`src/rtl/usb_gen_regs_pkg.sv`:
```
// constants, field positions and carrier types for the general command register set
// assumes a single 125 MHz system clock domain; nothing here holds state
package usb_gen_regs_pkg;

  // command codes, taken from the low data byte in the command phase
  localparam logic [7:0] CMD_UNLOCK        = 8'hB0;
  localparam logic [7:0] CMD_SCRATCH_WRITE = 8'hB2;
  localparam logic [7:0] CMD_SCRATCH_READ  = 8'hB3;
  localparam logic [7:0] CMD_FRAME_READ    = 8'hB4;
  localparam logic [7:0] CMD_IDENT_READ    = 8'hB5;
  localparam logic [7:0] CMD_INT_READ      = 8'hC0;

  // unlock key value, low byte first on a narrow bus
  localparam logic [15:0] UNLOCK_KEY = 16'hAA37;

  // scratch storage: bit 15 never holds a one
  localparam logic [15:0] SCRATCH_RESET = 16'h0000;
  localparam logic [15:0] SCRATCH_MASK  = 16'h7FFF;

  // frame number: 11 stored bits, upper five read zero
  localparam int unsigned FRAME_BITS  = 11;
  localparam logic [10:0] FRAME_RESET = 11'h000;

  // interrupt source layout
  localparam int unsigned INT_BUS_RESET    = 0;
  localparam int unsigned INT_RESUME       = 1;
  localparam int unsigned INT_SUSPEND      = 2;
  localparam int unsigned INT_TRANSFER_END = 3;
  localparam int unsigned INT_FRAME_START  = 4;
  localparam int unsigned INT_PSEUDO_FRAME = 5;
  localparam int unsigned INT_BUS_STATE    = 7;
  localparam int unsigned INT_ENDPOINT_LSB = 8;
  localparam int unsigned ENDPOINT_COUNT   = 16;
  localparam logic [23:0] FLAGS_RESET      = 24'h000000;
  // flags dropped when a full interrupt source read completes
  localparam logic [23:0] CLEAR_ON_READ    = 24'h00003F;
  // flags that may raise the request line
  localparam logic [23:0] REQUEST_MASK     = 24'hFFFF3F;

  // positions in the synchronised pin vector
  localparam int unsigned PIN_DATA_LSB = 0;
  localparam int unsigned PIN_CS       = 16;
  localparam int unsigned PIN_RD       = 17;
  localparam int unsigned PIN_WR       = 18;
  localparam int unsigned PIN_SEL      = 19;
  localparam int unsigned PIN_WIDE     = 20;
  localparam int unsigned PIN_COUNT    = 21;
  localparam logic [20:0] PINS_RESET   = 21'h070000;

  typedef struct packed {
    logic        busWide16;
    logic        commandDataSelect;
    logic        hostWrN;
    logic        hostRdN;
    logic        hostCsN;
    logic [15:0] hostDataIn;
  } hostPins_t;

  typedef struct packed {
    logic                      busSuspended;
    logic                      busReset;
    logic                      resumeEvent;
    logic                      suspendEvent;
    logic                      transferEnd;
    logic                      pseudoFrame;
    logic                      frameValid;
    logic [10:0]               frameNumber;
    logic [ENDPOINT_COUNT-1:0] endpointEvent;
    logic [ENDPOINT_COUNT-1:0] endpointStatusRead;
  } usbEvents_t;

  typedef struct packed {
    logic [PIN_COUNT-1:0] sync1;
    logic [PIN_COUNT-1:0] sync2;
    logic [PIN_COUNT-1:0] sync3;
    logic [PIN_COUNT-1:0] filt;
    logic [7:0]           cmd;
    logic [1:0]           idx;
    logic [7:0]           lowHold;
    logic [15:0]          scratch;
    logic [10:0]          frame;
    logic [23:0]          flags;
    logic [31:0]          snap;
    logic                 locked;
    logic [15:0]          dataOut;
    logic                 dataOe;
    logic                 intRequest;
  } state_t;

endpackage : usb_gen_regs_pkg

```
`src/rtl/usb_gen_regs.sv`:
```
// general command register set behind the parallel command/data port
// assumes host pins arrive asynchronous; usb event inputs are synchronous to sys_clk
`timescale 1ns/1ns

// Operation
// - writing key AA37H through the unlock command releases write protection
// - B2 writes two scratch bytes, B3 reads them back
// - scratch bit 15 stays zero, bits 14..0 store, reset clears all
// - B4 returns frame number of the last good start-of-frame packet
// - frame number may be read as one or two bytes, low byte first
// - frame number is 11 bits, bits 15..11 read zero
// - bus reset leaves frame number unchanged; power-up value is zero
// - narrow bus: select high for command, low for data, byte 0 first
// - wide bus: command from low byte, upper lines ignored, one data word
// - B5 returns identification code high, silicon version low
// - silicon version byte is binary coded decimal
// - C0 returns four-byte interrupt source register; host reads all four
// - endpoint flags at bits 23..8, bits 31..24 read zero
// - low byte carries bus state, pseudo frame, frame, end, suspend, resume, reset
// - bus state bit shows the bus condition at the time the C0 command is written
// - per-source enable gates logged flags onto the request output
// - unlock key sent with command B0, two bytes, low first
// - while suspended writes are refused; reads need the unlock first
// - interrupt read clears event flags; endpoint flags clear on status read
module usb_gen_regs #(
  parameter logic [7:0] IDENT_CODE      = 8'h5A, // arbitrary value
  parameter logic [7:0] SILICON_VERSION = 8'h10  // arbitrary value, bcd
) (
  input  wire logic                      sys_clk,
  input  wire logic                      arst_n,
  input  wire usb_gen_regs_pkg::hostPins_t  hostPins,
  input  wire usb_gen_regs_pkg::usbEvents_t usbEvents,
  input  wire logic [23:0]               intEnable,
  output logic [15:0]                    hostDataOut,
  output logic                           hostDataOe,
  output logic                           intRequest,
  output logic                           writeLocked
);

  usb_gen_regs_pkg::state_t s;
  usb_gen_regs_pkg::state_t next_s;

  logic        rdWas;
  logic        rdNow;
  logic        wrWas;
  logic        wrNow;
  logic        wide;
  logic        selCmd;
  logic [15:0] pinData;
  logic [15:0] word;
  logic [31:0] readValue;
  logic [15:0] readWord;
  logic        lastRead;
  logic [23:0] clearMask;
  logic [23:0] setMask;

  always_comb begin
    next_s = s;
    readValue = 32'h00000000;
    readWord  = 16'h0000;
    word      = 16'h0000;
    lastRead  = 1'b0;
    clearMask = 24'h000000;
    setMask   = 24'h000000;

    // three-stage pin synchroniser, a change counts once stages two and three agree
    next_s.sync1 = hostPins;
    next_s.sync2 = s.sync1;
    next_s.sync3 = s.sync2;
    for (int i = 0; i < usb_gen_regs_pkg::PIN_COUNT; i++) begin
      if (s.sync2[i] == s.sync3[i]) begin
        next_s.filt[i] = s.sync3[i];
      end
    end

    rdWas   = ~s.filt[usb_gen_regs_pkg::PIN_CS] & ~s.filt[usb_gen_regs_pkg::PIN_RD];
    rdNow   = ~next_s.filt[usb_gen_regs_pkg::PIN_CS] & ~next_s.filt[usb_gen_regs_pkg::PIN_RD];
    wrWas   = ~s.filt[usb_gen_regs_pkg::PIN_CS] & ~s.filt[usb_gen_regs_pkg::PIN_WR];
    wrNow   = ~next_s.filt[usb_gen_regs_pkg::PIN_CS] & ~next_s.filt[usb_gen_regs_pkg::PIN_WR];
    wide    = next_s.filt[usb_gen_regs_pkg::PIN_WIDE];
    selCmd  = next_s.filt[usb_gen_regs_pkg::PIN_SEL];
    pinData = next_s.filt[usb_gen_regs_pkg::PIN_DATA_LSB +: 16];

    // source of the current read, by command
    case (s.cmd)
      usb_gen_regs_pkg::CMD_SCRATCH_READ: begin
        readValue = {16'h0000, s.scratch};
      end
      usb_gen_regs_pkg::CMD_FRAME_READ: begin
        readValue = {21'h000000, s.frame};
      end
      usb_gen_regs_pkg::CMD_IDENT_READ: begin
        readValue = {16'h0000, IDENT_CODE, SILICON_VERSION};
      end
      usb_gen_regs_pkg::CMD_INT_READ: begin
        readValue = s.snap;
      end
      default: begin
        readValue = 32'h00000000;
      end
    endcase

    // least significant part first on both widths
    if (wide) begin
      readWord = s.idx[0] ? readValue[31:16] : readValue[15:0];
    end else begin
      case (s.idx)
        2'h0: readWord = {8'h00, readValue[7:0]};
        2'h1: readWord = {8'h00, readValue[15:8]};
        2'h2: readWord = {8'h00, readValue[23:16]};
        default: readWord = {8'h00, readValue[31:24]};
      endcase
    end
    if (s.locked) begin
      readWord = 16'h0000;
    end

    // read strobe: present data while active, step the byte index at its end
    next_s.dataOe = rdNow & ~selCmd;
    if (rdNow && !rdWas && !selCmd) begin
      next_s.dataOut = readWord;
    end
    if (rdWas && !rdNow && !s.filt[usb_gen_regs_pkg::PIN_SEL]) begin
      lastRead   = wide ? s.idx[0] : (s.idx == 2'h3);
      next_s.idx = s.idx + 2'h1;
      if (s.cmd == usb_gen_regs_pkg::CMD_INT_READ && lastRead && !s.locked) begin
        clearMask  = s.snap[23:0] & usb_gen_regs_pkg::CLEAR_ON_READ;
        next_s.idx = 2'h0;
      end
    end

    // write strobe: command phase or data phase
    if (wrNow && !wrWas) begin
      if (selCmd) begin
        next_s.cmd = pinData[7:0];
        next_s.idx = 2'h0;
        if (pinData[7:0] == usb_gen_regs_pkg::CMD_INT_READ) begin
          // snapshot keeps the four bytes coherent; bus state is live at this point
          next_s.snap = {8'h00, s.flags[23:8], usbEvents.busSuspended, 1'b0, s.flags[5:0]};
        end
      end else if (!wide && s.idx == 2'h0) begin
        next_s.lowHold = pinData[7:0];
        next_s.idx     = 2'h1;
      end else begin
        word       = wide ? pinData : {pinData[7:0], s.lowHold};
        next_s.idx = 2'h0;
        if (s.cmd == usb_gen_regs_pkg::CMD_UNLOCK && word == usb_gen_regs_pkg::UNLOCK_KEY) begin
          next_s.locked = 1'b0;
        end
        if (s.cmd == usb_gen_regs_pkg::CMD_SCRATCH_WRITE && !s.locked) begin
          next_s.scratch = word & usb_gen_regs_pkg::SCRATCH_MASK;
        end
      end
    end

    // protection engages whenever the bus is suspended and holds until the unlock key is written
    if (usbEvents.busSuspended) begin
      next_s.locked = 1'b1;
    end

    // frame number follows good start-of-frame packets only; bus reset leaves it
    if (usbEvents.frameValid) begin
      next_s.frame = usbEvents.frameNumber;
    end

    // endpoint flags clear on their own status read
    clearMask = clearMask | {usbEvents.endpointStatusRead, 8'h00};
    setMask[usb_gen_regs_pkg::INT_BUS_RESET]    = usbEvents.busReset;
    setMask[usb_gen_regs_pkg::INT_RESUME]       = usbEvents.resumeEvent;
    setMask[usb_gen_regs_pkg::INT_SUSPEND]      = usbEvents.suspendEvent;
    setMask[usb_gen_regs_pkg::INT_TRANSFER_END] = usbEvents.transferEnd;
    setMask[usb_gen_regs_pkg::INT_FRAME_START]  = usbEvents.frameValid;
    setMask[usb_gen_regs_pkg::INT_PSEUDO_FRAME] = usbEvents.pseudoFrame;
    setMask[usb_gen_regs_pkg::INT_ENDPOINT_LSB +: usb_gen_regs_pkg::ENDPOINT_COUNT] = usbEvents.endpointEvent;
    // a set in the clearing cycle wins
    next_s.flags = (s.flags & ~clearMask) | setMask;

    next_s.intRequest = |(next_s.flags & intEnable & usb_gen_regs_pkg::REQUEST_MASK);
  end

  always_ff @(posedge sys_clk or negedge arst_n) begin
    if (!arst_n) begin
      s.sync1      <= usb_gen_regs_pkg::PINS_RESET;
      s.sync2      <= usb_gen_regs_pkg::PINS_RESET;
      s.sync3      <= usb_gen_regs_pkg::PINS_RESET;
      s.filt       <= usb_gen_regs_pkg::PINS_RESET;
      s.cmd        <= 8'h00;
      s.idx        <= 2'h0;
      s.lowHold    <= 8'h00;
      s.scratch    <= usb_gen_regs_pkg::SCRATCH_RESET;
      s.frame      <= usb_gen_regs_pkg::FRAME_RESET;
      s.flags      <= usb_gen_regs_pkg::FLAGS_RESET;
      s.snap       <= 32'h00000000;
      s.locked     <= 1'b0;
      s.dataOut    <= 16'h0000;
      s.dataOe     <= 1'b0;
      s.intRequest <= 1'b0;
    end else begin
      s <= next_s;
    end
  end

  assign hostDataOut = s.dataOut;
  assign hostDataOe  = s.dataOe;
  assign intRequest  = s.intRequest;
  assign writeLocked = s.locked;

endmodule : usb_gen_regs

```
`config.mk`:
```
export PLATFORM = sky130hd
export DESIGN_NAME = usb_gen_regs
export DESIGN_NICKNAME = d
export VERILOG_FILES = /design/src/rtl/usb_gen_regs_pkg.sv /design/src/rtl/usb_gen_regs.sv
export SDC_FILE = /design/constraint.sdc
export NUM_CORES = 1
export LEC_CHECK = 0
export BUFFER_PORTS_ARGS = -buffer_cell sky130_fd_sc_hd__buf_2
export CORE_MARGIN = 4
export CORE_UTILIZATION = 40
export DETAILED_ROUTE_END_ITERATION = 16
export MAX_ROUTING_LAYER = met4
export PLACE_DENSITY = 0.62
export SYNTH_ARGS = -nofsm -noshare
export SYNTH_HDL_FRONTEND = slang
export SYNTH_SLANG_ARGS = --single-unit
```
`constraint.sdc`:
```
create_clock -name sys_clk -period 3.05 [get_ports sys_clk]
set_clock_uncertainty 0.1 [all_clocks]
set_input_delay 0.7625 -clock sys_clk [delete_from_list [all_inputs] [get_ports sys_clk]]
set_output_delay 0.7625 -clock sys_clk [all_outputs]
set_load 0.005 [all_outputs]
```
Yosys cells after proc, flatten, opt, wreduce, memory -nomap -nowiden --
Index checks and enable logic that the tools add are counted.
Storage, ports and cells: bits in registers 194, output and inout port bits 19, word-level logic and storage cells 139
Operators by class: add/subtract/negate cells 1, equal/unequal tests 34, multiplexer cells 44, bitwise gates (word level) 18, reductions and logical operators 27
Operator list (count):
- 24-bit case mux with 4 select lines | 1
- 16-bit two-way mux | 5
- 8-bit equality test, second input constant | 7
- 24-bit bitwise AND | 2
- 24-bit bitwise OR | 2
- 1-bit two-way mux | 28
- 26-bit two-way mux | 1
- 24-bit two-way mux | 1
- 24-bit inverter | 1
- 8-bit case mux with 3 select lines | 1
- 22-bit OR reduction | 1
- 1-bit equality test | 21
- 16-bit equality test, second input constant | 1
- 15-bit two-way mux | 1
- 6-bit two-way mux | 2
- 1-bit logical AND | 10
- 8-bit two-way mux | 1
- 1-bit inverter | 8
- 4-bit AND reduction | 2
- 1-bit zero test | 7
- 2-bit two-way mux | 3
- 3-bit AND reduction | 2
- 2-bit nonzero test | 3
- 1-bit bitwise AND | 5
- 6 further kinds | 8

Longest topological paths before layout --
Gate-level depths: netlist of the first run.
depth in word-level cells 14, gate-level depth with buffers 9, depth with buffers taken out 7

Worst setup path before layout of the first run --
OpenSTA, ideal clock, no wires.
path type register to register, start register s[110] (netlist name), end register s[100] (netlist name), library setup time 0.125 ns, arrival time 2.445 ns, setup slack 0.379 ns, stages on the path, launching flop included 10, path buffers 3, period minus slack after synthesis 2.671 ns, path through dfrtp_1 -> clkbuf_1 -> inv_1 -> ha_1 -> clkbuf_1 -> nand2b_1 -> nand2_1 -> a2111oi_4 -> buf_8 -> mux2_4
On the way: longest elaborated chain between the ends 4
Ends and longest elaborated chain:
- from (decl) | RTL line usb_gen_regs.sv:40 | usb_gen_regs_pkg::state_t s;
- from (signal assigned) | RTL line usb_gen_regs.sv:199 | s <= next_s;
- 2-bit zero test | RTL line usb_gen_regs.sv:141 | end else if (!wide && s.idx == 2'h0) begin
- 1-bit logical AND | RTL line usb_gen_regs.sv:141
- 1-bit inverter (no line)
- 4-bit AND reduction (no line)
No other way between the ends. A chain may end at the register's enable or synchronous reset.

Worst setup path after layout of the first run --
start register s[136] (netlist name), end register s[88] (netlist name)
On the way: longest elaborated chain between the ends 5, elaborated cells between the ends (all ways) 8, classes of those cells 1 x mux; 4 x bitwise; 3 x reduce/logical
Ends and longest elaborated chain:
- 1-bit two-way mux or 1-bit inverter (tied branches) | RTL line usb_gen_regs.sv:71, usb_gen_regs.sv:78
- 1-bit inverter or 1-bit bitwise AND (tied branches) | RTL line usb_gen_regs.sv:79, usb_gen_regs.sv:78
- 1-bit bitwise AND or 1-bit zero test (tied branches) | RTL line usb_gen_regs.sv:79, usb_gen_regs.sv:133
- 1-bit logical AND * | RTL line usb_gen_regs.sv:133 | if (wrNow && !wrWas) begin
- 4-bit AND reduction (no line) *
Mark *: on every way between the ends. The rest lies on a longest branch, timed or not.

==> results of run 1 <==
## final cells by class
class / instances / area, um2 / share of cell area (%)
inverters: 22 / 82.6 / 0.872
multi-input cells: 364 / 2880 / 30.4
clock buffers: 17 / 425 / 4.49
diodes: 1 / 2.50 / 0.0264
flip-flops and latches: 192 / 4820 / 50.9
clock inverters: 15 / 201 / 2.13
well taps: 265 / 332 / 3.50
repair buffers: 131 / 734 / 7.75
## layer usage
metal	GRT usage, %	vias up	share of wire [%]
li1	-	2457	-
met1	22.7	2654	45
met2	25.5	151	47
met3	4.39	23	5.6
met4	6.36	0	2.1
met5	-	-	0
## cells in the mapped netlist (6+ instances only)
library cell | count | area, um2
nand2_1 | 47 | 176
or2_2 | 12 | 75.1
a221o_1 | 7 | 70.1
mux2_4 | 10 | 150
a21o_1 | 7 | 52.6
buf_4 | 17 | 128
maj3_2 | 7 | 78.8
o41ai_1 | 6 | 52.6
a21oi_1 | 11 | 55.1
o21ai_0 | 17 | 85.1
nor4b_1 | 6 | 52.6
nor2b_1 | 14 | 87.6
and3_1 | 10 | 62.6
mux2_1 | 20 | 225
nand4_1 | 6 | 37.5
nand3_1 | 10 | 50.1
o211ai_1 | 8 | 60.1
nor2_1 | 17 | 63.8
clkbuf_1 | 13 | 48.8
a31oi_1 | 7 | 43.8
inv_1 | 21 | 78.8
mux2_2 | 37 | 417
a22o_1 | 10 | 87.6
dfstp_2 | 12 | 315
maj3_1 | 13 | 130
dfrtp_1 | 180 | 4500
## power groups by stage
stage	sequential [mW]	combinational (mW)	clock, mW
after floorplan	2.94	0.557	0
after global placement	3.00	0.818	0
after detailed placement	3.01	0.845	0
after CTS	2.96	0.851	2.35
after global routing	3.00	0.949	2.47
final	2.97	0.846	2.29
## flip-flops by register name, indices dropped and copies added (netlist names)
name	cells
hostDataOe	1
next_s	42
intRequest	1
writeLocked	1
hostDataOut	16
s	131
## stage by stage
stage                     worst slack [ns]  power [mW]  utilization (%)  hold WS, ns  instances
after global placement               0.432        3.82             45.1        0.233        974
after floorplan                      0.379        3.49                -        0.231        618
after detailed placement             0.389        3.86             45.1        0.235        974
after global routing                 0.227        6.41             48.4        0.253       1007
after CTS                            0.365        6.16             48.3        0.253       1006
final                                0.365        6.10             48.4        0.246       1007
## final timing paths
path	from	to	slack [ns]	cells after the start
max	s[136]	s[88]	0.37	5
min in group asynchronous	arst_n	next_s[177]	0.30	1
max reg2reg	s[136]	s[88]	0.37	5
min reg2reg	next_s[175]	next_s[154]	0.25	0
min	next_s[175]	next_s[154]	0.25	0
max in group asynchronous	arst_n	s[75]	1.79	2
## cell families after synthesis
logic type      after synthesis  synth area share [%]
flops                       192                  60.0
simple gates                159                  11.3
compound gates              111                  11.1
mux                          69                  10.1
buf+inv                      62                  4.18
fa+ha+maj                    25                  3.38
## worst reg2reg max path, delay by kind of cell, from the launching register on
kind | cells | cell delay [ns]
buf+inv | 1 | 0.33
compound gates | 1 | 0.43
simple gates | 2 | 0.74
mux | 1 | 0.38
flops | 1 | 0.57
## layout by cell type, fill, tap and decap left out, types with 5 or more instances in the layout
master	instances
a21o_1	7
a21oi_1	11
a221o_1	7
a22o_1	10
a31oi_1	7
and2_1	5
and3_1	10
buf_2	112
buf_4	16
clkbuf_16	17
dfrtp_1	180
dfstp_2	12
ha_1	5
inv_1	21
maj3_1	13
maj3_2	7
mux2_1	20
mux2_2	37
mux2_4	10
nand2_1	47
nand3_1	10
nand4_1	6
nor2_1	17
nor2b_1	14
nor4_1	5
nor4b_1	6
o211ai_1	8
o21ai_0	17
o41ai_1	6
or2_2	12
==> flow_summary_export.csv, run 1 <==
group,metric,value,unit
place,place.gp.congestion,0.871,
yosys,synth-seq-cells,192,
floorplan,core.rowCount,51,
hold_path,worstHoldPathType,"reg2reg",
timing,period_share,88.0,%
global_routing,track_usage,17.1,%
clock_tree,cts-htree-levels,4,
setup_path,cp_cell_sequence,"nand2b_1, or4_1, a2111oi_4, buf_4, mux2_2",
floorplan,io-pin-count,116,
clock_tree,clk_pin_slew_worst_paths,0.08,ns
clock_tree,cts_sinks,192,
run_status,status,"complete, no violations",
finish,areaGrowthSynthToFinish,18.0,%
power,cellInternalPower,4.38,mW
yosys,synthCells,618,
setup_path,path_class,"reg2reg",
yosys,synthArstFlopShare,100,%
setup_path,crit_family,"simple AND/OR/NAND/NOR gates",
yosys,avgSynthCellArea,13.0,um2
global_routing,grt_max_degree,90,
routing,drt-total-wl,17.8,mm
power,switching_share,28.2,%
power,p_leak,4.26,nW
setup_path,crit_fanout,15,
global_routing,grt_pass1_vias,5527,
clock_tree,post_cts_resized,0,
timing,tightest_slew,0.848,ns
setup_path,worstPathArrival,2.89,ns
timing,hold_viol,0,
finish,stdcell_area,0.00947,mm2
finish,nFillCells,1705,
power,ir_worst_vdd,0.451,mV
routing,dr.pass1.iters,7,
global_routing,antenna_found_initial,1,
routing,via_per_inst,5.25,
setup_path,cp-end-kind,"register",
routing,via_count,5285,
setup_path,path_buf_inv,1,
place,port_buffers,113,
clock_tree,numCtsBuffers,17,
yosys,netlist_area,0.00803,mm2
floorplan,core_area,0.0196,mm2
yosys,synth_edf_count,0,
floorplan,initial_core_util,41.0,%
global_routing,grt_pass1_wl,28.8,mm
timing,setup-violations-final,0,
finish,fin_nets,830,
timing,min_period,2.68,ns
floorplan,die_w,150,um
clock_tree,tritoncts,"yes",
power,p_clk_share,37.5,%
setup_path,start_kind,"register",
routing,post_drt_wl_per_cell,17.7,um
setup_path,cp_slowest_cell,"or4_1",
timing,fin_tns_setup,0,ns
power,combPwrFrac,13.9,%
power,p_switching,1.72,mW
yosys,seq_area_frac_synth,60.0,%
setup_path,critPathRequiredTime,3.26,ns
job,cap_violations,0,
routing,first_iter_violations,287,
clock_tree,clk_latency,0.44,ns
place,place_area,0.00884,mm2
place,hpwl,13.1,mm
floorplan,die_area,0.0224,mm2
timing,max_freq,372,MHz
yosys,yosys_warnings,0,
finish,drive_gt1_share,34.3,%
floorplan,dieHeight,150,um
global_routing,grt_overflow,0,
clock_tree,cts_hold_buf,0,
clock_tree,post_cts_buffers,0,
routing,ant_nets,0,
routing,drcViolationCount,0,
yosys,synth_nets,720,
timing,grt_setup_unrepaired,"false",
power,pwr-share-seq,48.6,%
power,power.density,644,mW/mm2
clock_tree,cts.path.max_buffers,2,
timing,relSlewSlack,41.8,%
setup_path,max_stage_delay,0.67,ns
clock_tree,cts_root_buf,"clkbuf_16",
yosys,yosys_most_used_dff,"dfrtp_1",
yosys,yosysUniqueCellTypes,68,
timing,maxSlewViolCount,0,
(Power assumes the default switching activity.)
==> inputs of run 2 (changes only) <==
--- a/config.mk
+++ b/config.mk
@@ -7,10 +7,10 @@
 export LEC_CHECK = 0
 export BUFFER_PORTS_ARGS = -buffer_cell sky130_fd_sc_hd__buf_2
 export CORE_MARGIN = 4
-export CORE_UTILIZATION = 40
+export CORE_UTILIZATION = 50
 export DETAILED_ROUTE_END_ITERATION = 16
 export MAX_ROUTING_LAYER = met4
-export PLACE_DENSITY = 0.62
+export PLACE_DENSITY = 0.74
 export SYNTH_ARGS = -nofsm -noshare
 export SYNTH_HDL_FRONTEND = slang
 export SYNTH_SLANG_ARGS = --single-unit
==> run 2 against run 1 <==
  * Sequential cell count stayed put
  * Total power is 0.48% lower
  * Fmax is 2.8% lower
  * Die area is 19% lower
  * Critical path type unchanged
==> flow_summary_export.csv, run 2 (synthesis results as in run 1) <==
group,metric,value,unit
run_status,status,"complete, no violations",
hold_path,worstHoldPathType,"in2async",
place,hpwl,12.6,mm
finish,areaGrowthSynthToFinish,16.7,%
global_routing,antenna_found_initial,1,
power,p_total,6.07,mW
setup_path,r2r_slack,0.29,ns
floorplan,core.rowCount,46,
floorplan,core_area,0.0158,mm2
routing,via_count,5353,
routing,topRoutingLayerUsed,"met4",
setup_path,worstReg2RegStart,"s[136]",
timing,setup-violations-final,0,
timing,min_period,2.76,ns
timing,whs,0.194,ns
setup_path,crit_start,"s[136]",
timing,grt_setup_unrepaired,"false",
setup_path,timing.rr.end,"s[41]",
floorplan,dieHeight,135,um
clock_tree,cts.path.max_buffers,2,
finish,fin_nets,827,
clock_tree,cts_hold_buf,0,
floorplan,io-pin-count,116,
finish,final_common_cell,"dfrtp_1",
global_routing,grt_overflow,0,
clock_tree,cts-htree-levels,4,
floorplan,initial_core_util,50.7,%
clock_tree,post_cts_buffers,0,
clock_tree,post_cts_resized,0,
routing,ant_nets,0,
timing,fin_tns_setup,0,ns
routing,met3_length,1.21,mm
setup_path,start_kind,"register",
clock_tree,numCtsBuffers,17,
floorplan,die_w,135,um
global_routing,track_usage,20.6,%
power,p_leak,4.23,nW
clock_tree,cts_root_buf,"clkbuf_16",
place,port_buffers,113,
routing,drt-met1-wl,7.57,mm
global_routing,grt_pass1_wl,28.5,mm
clock_tree,clk_pin_slew_worst_paths,0.07,ns
setup_path,cp-end-kind,"register",
timing,max_freq,362,MHz
timing,fin_ws,0.287,ns
timing,maxSlewViolCount,0,
routing,dr.pass1.iters,5,
floorplan,die_area,0.0182,mm2
finish,final_cell_mix,"dfrtp_1, buf_2, nand2_1",
global_routing,grt_pass1_vias,5454,
setup_path,worstPathArrival,2.96,ns
place,place.gp.congestion,0.891,
timing,hold_viol,0,
place,dp_worst_setup_slack,0.308,ns
routing,drcViolationCount,0,
routing,via_per_inst,5.61,
clock_tree,clk_latency,0.43,ns
timing,relSlewSlack,42.3,%
timing,tightest_slew,0.842,ns
global_routing,grt_max_degree,69,
timing,period_share,90.6,%
routing,post_drt_wl_per_cell,18.4,um
setup_path,critPathRequiredTime,3.25,ns
power,power.density,648,mW/mm2
routing,first_iter_violations,384,
routing,drt-total-wl,17.6,mm
power,ir_worst_vdd,0.423,mV
routing,wl_met2,8.45,mm
job,cap_violations,0,
clock_tree,tritoncts,"yes",
setup_path,crit_fanout,23,
clock_tree,cts_sinks,192,
setup_path,ff2ff_path_depth,5,
finish,drive_gt1_share,33.7,%
finish,final_core_util,59.2,%
setup_path,path_class,"reg2reg",
finish,largest_reg_flops,131,
finish,largest-register,"s",
==> run 2: layer usage <==
layer	vias to the layer above	track usage (%)
met3	37	5.22
li1	2448	-
met2	180	31.6
met1	2688	27.3
met5	-	-
met4	0	6.50
==> run 2: power by group <==
group / internal (mW) / total, mW / switching [mW]
Sequential: 2.77 / 2.99 / 0.217
Combinational: 0.353 / 0.808 / 0.455
Clock: 1.31 / 2.28 / 0.966
Total: 4.44 / 6.07 / 1.64
==> run 2: through the flow <==
stage | instance area [um2] | cells
2_1_floorplan | 8030 | 618
3_3_place_gp | 8760 | 922
3_5_place_dp | 8760 | 922
4_1_cts | 9370 | 954
5_1_grt | 9370 | 955
6_report | 9370 | 955
==> run 2: worst max path at each step <==
stage,endpoint,slack (ns)
after floorplan,s[100],0.38
after global placement,s[20],0.39
after detailed placement,s[19],0.31
after CTS,s[41],0.26
after global routing,s[41],0.18
final,s[41],0.29
==> run 2: layout make-up <==
cell class / count / area (um2)
well taps: 216 / 270
flip-flops and latches: 192 / 4820
clock buffers: 19 / 433
inverters: 22 / 82.6
repair buffers: 128 / 709
clock inverters: 13 / 180
diodes: 1 / 2.50
multi-input cells: 364 / 2880
fillers: 1245 / 6450
==> run 2: worst max-delay path, cell delays in order (launching register included) <==
cell       delay (ns)
dfstp_2          0.57
nand2b_1         0.08
or4_1            0.67
a2111oi_4        0.44
buf_4            0.38
mux2_1           0.39
==> inputs of run 3 (changes only) <==
--- a/config.mk
+++ b/config.mk
@@ -5,7 +5,7 @@
 export SDC_FILE = /design/constraint.sdc
 export NUM_CORES = 1
 export LEC_CHECK = 0
-export BUFFER_PORTS_ARGS = -buffer_cell sky130_fd_sc_hd__buf_2
+export BUFFER_PORTS_ARGS = -buffer_cell sky130_fd_sc_hd__clkbuf_2
 export CORE_MARGIN = 4
 export CORE_UTILIZATION = 50
 export DETAILED_ROUTE_END_ITERATION = 16
==> run 3 against run 2 <==
  * Total power increased by 2.5%
  * Highest routed layer unchanged
  * Wire length decreased by 0.19%
  * Final cell count decreased by 0.10%
  * First-iteration DRC count decreased by 4.4%
  * Sequential share of layout area decreased by 0.20 points
  * Hold slack got worse by 0.10 ns
  * Critical endpoint is now s[20]
  * Via count increased by 0.17%
==> flow_summary_export.csv, run 3 (synthesis results as in run 1) <==
group,metric,value,unit
power,switching_share,27.2,%
floorplan,die_area,0.0182,mm2
setup_path,crit_start,"s[136]",
global_routing,grt_max_degree,73,
power,cellInternalPower,4.53,mW
timing,tightest_slew,0.798,ns
floorplan,die_w,135,um
finish,final_cell_mix,"dfrtp_1, clkbuf_2, nand2_1",
global_routing,grt_util_met2,32.9,%
place,hpwl,12.8,mm
timing,max_freq,369,MHz
power,p_clk_share,38.7,%
global_routing,grt_overflow,0,
finish,fin_cells,954,
timing,whs,0.0909,ns
finish,drive_gt1_share,34.0,%
routing,dr.pass1.iters,5,
finish,areaGrowthSynthToFinish,17.2,%
timing,grt_setup_unrepaired,"false",
clock_tree,cts-htree-levels,4,
global_routing,grt_pass1_wl,28.5,mm
place,place.gp.congestion,0.916,
clock_tree,cts_sinks,192,
timing,maxSlewViolCount,0,
global_routing,grt_pass1_vias,5490,
global_routing,track_usage,20.7,%
floorplan,initial_core_util,50.7,%
clock_tree,post_cts_resized,0,
job,cap_violations,0,
clock_tree,post_cts_buffers,0,
timing,fin_tns_setup,0,ns
clock_tree,cts.path.max_buffers,2,
clock_tree,clk_pin_slew_worst_paths,0.07,ns
routing,drcViolationCount,0,
global_routing,antenna_found_initial,0,
floorplan,core.rowCount,46,
power,p_switching,1.69,mW
clock_tree,clk_latency,0.43,ns
timing,hold_viol,0,
finish,largest_reg_flops,131,
power,p_total,6.22,mW
run_status,status,"complete, no violations",
floorplan,io-pin-count,116,
timing,period_share,88.9,%
routing,via_count,5362,
hold_path,worstHoldPathType,"in2async",
power,ir_worst_vdd,0.422,mV
finish,antennaDiodeCount,0,
power,pwr-share-seq,47.9,%
power,p_leak,4.26,nW
global_routing,grt_use_met1,26.9,%
power,combPwrFrac,13.4,%
setup_path,worstReg2RegStart,"s[136]",
finish,final_common_cell,"dfrtp_1",
clock_tree,numCtsBuffers,17,
routing,via_per_inst,5.62,
finish,fin_nets,827,
power,power.density,661,mW/mm2
timing,relSlewSlack,45.3,%
setup_path,crit_fanout,23,
floorplan,core_area,0.0158,mm2
global_routing,met3_usage,4.69,%
routing,post_drt_wl_per_cell,18.4,um
setup_path,cp-end-kind,"register",
routing,drt-total-wl,17.6,mm
clock_tree,tritoncts,"yes",
routing,first_iter_violations,367,
timing,min_period,2.71,ns
setup_path,worstPathArrival,2.94,ns
setup_path,start_kind,"register",
floorplan,dieHeight,135,um
routing,ant_nets,0,
global_routing,grt_busiest_layer,"met2",
clock_tree,cts_root_buf,"clkbuf_16",
place,port_buffers,113,
clock_tree,cts_hold_buf,0,
setup_path,path_class,"reg2reg",
timing,setup-violations-final,0,
setup_path,critPathRequiredTime,3.27,ns
finish,final_core_util,59.5,%
place,dp.cells,922,
finish,largest-register,"s",
[run 3: per-layer routing]
metal | wire (um) | share of wire [%]
met5 | 0 | 0
met4 | 333 | 1.9
met3 | 1080 | 6.2
met2 | 8640 | 49
met1 | 7510 | 43
[run 3: worst paths after layout]
path / to / slack [ns] / cells past startpoint
hold / removal: s[109] / 0.09 / 1
hold reg to reg: next_s[147] / 0.25 / 0
setup / recovery: s[20] / 0.34 / 5
min in group sys_clk: next_s[147] / 0.25 / 0
setup reg to reg: s[20] / 0.34 / 5
max in group asynchronous: next_s[145] / 2.02 / 2
[run 3: cell type report]
cell class	instances	area, um2
fill	1274	6420
sequential	192	4820
multi-input combinational	364	2880
timing repair buffer	128	709
clock buffer	17	425
tap	216	270
clock inverter	15	226
inverter	22	82.6
[run 3: through the flow]
stage          worst slack [ns]  instance area, um2
2_1_floorplan             0.379                8030
3_5_place_dp              0.338                8760
4_1_cts                   0.305                9410
3_3_place_gp              0.391                8760
5_1_grt                   0.253                9410
6_report                  0.339                9410
[run 3: power by group through the flow]
| stage | sequential (mW) | clock (mW) | combinational, mW |
|---|---|---|---|
| after floorplan | 2.94 | 0 | 0.557 |
| after global placement | 3.00 | 0 | 0.799 |
| after detailed placement | 3.02 | 0 | 0.830 |
| after CTS | 2.98 | 2.46 | 0.837 |
| after global routing | 3.01 | 2.58 | 0.922 |
| final | 2.98 | 2.41 | 0.834 |
[run 3: critical path, cell delays in order, from the launching register on]
cell	delay (ns)
dfstp_2	0.57
nand2b_1	0.08
or4_1	0.66
a2111oi_4	0.43
buf_4	0.37
mux2_2	0.38
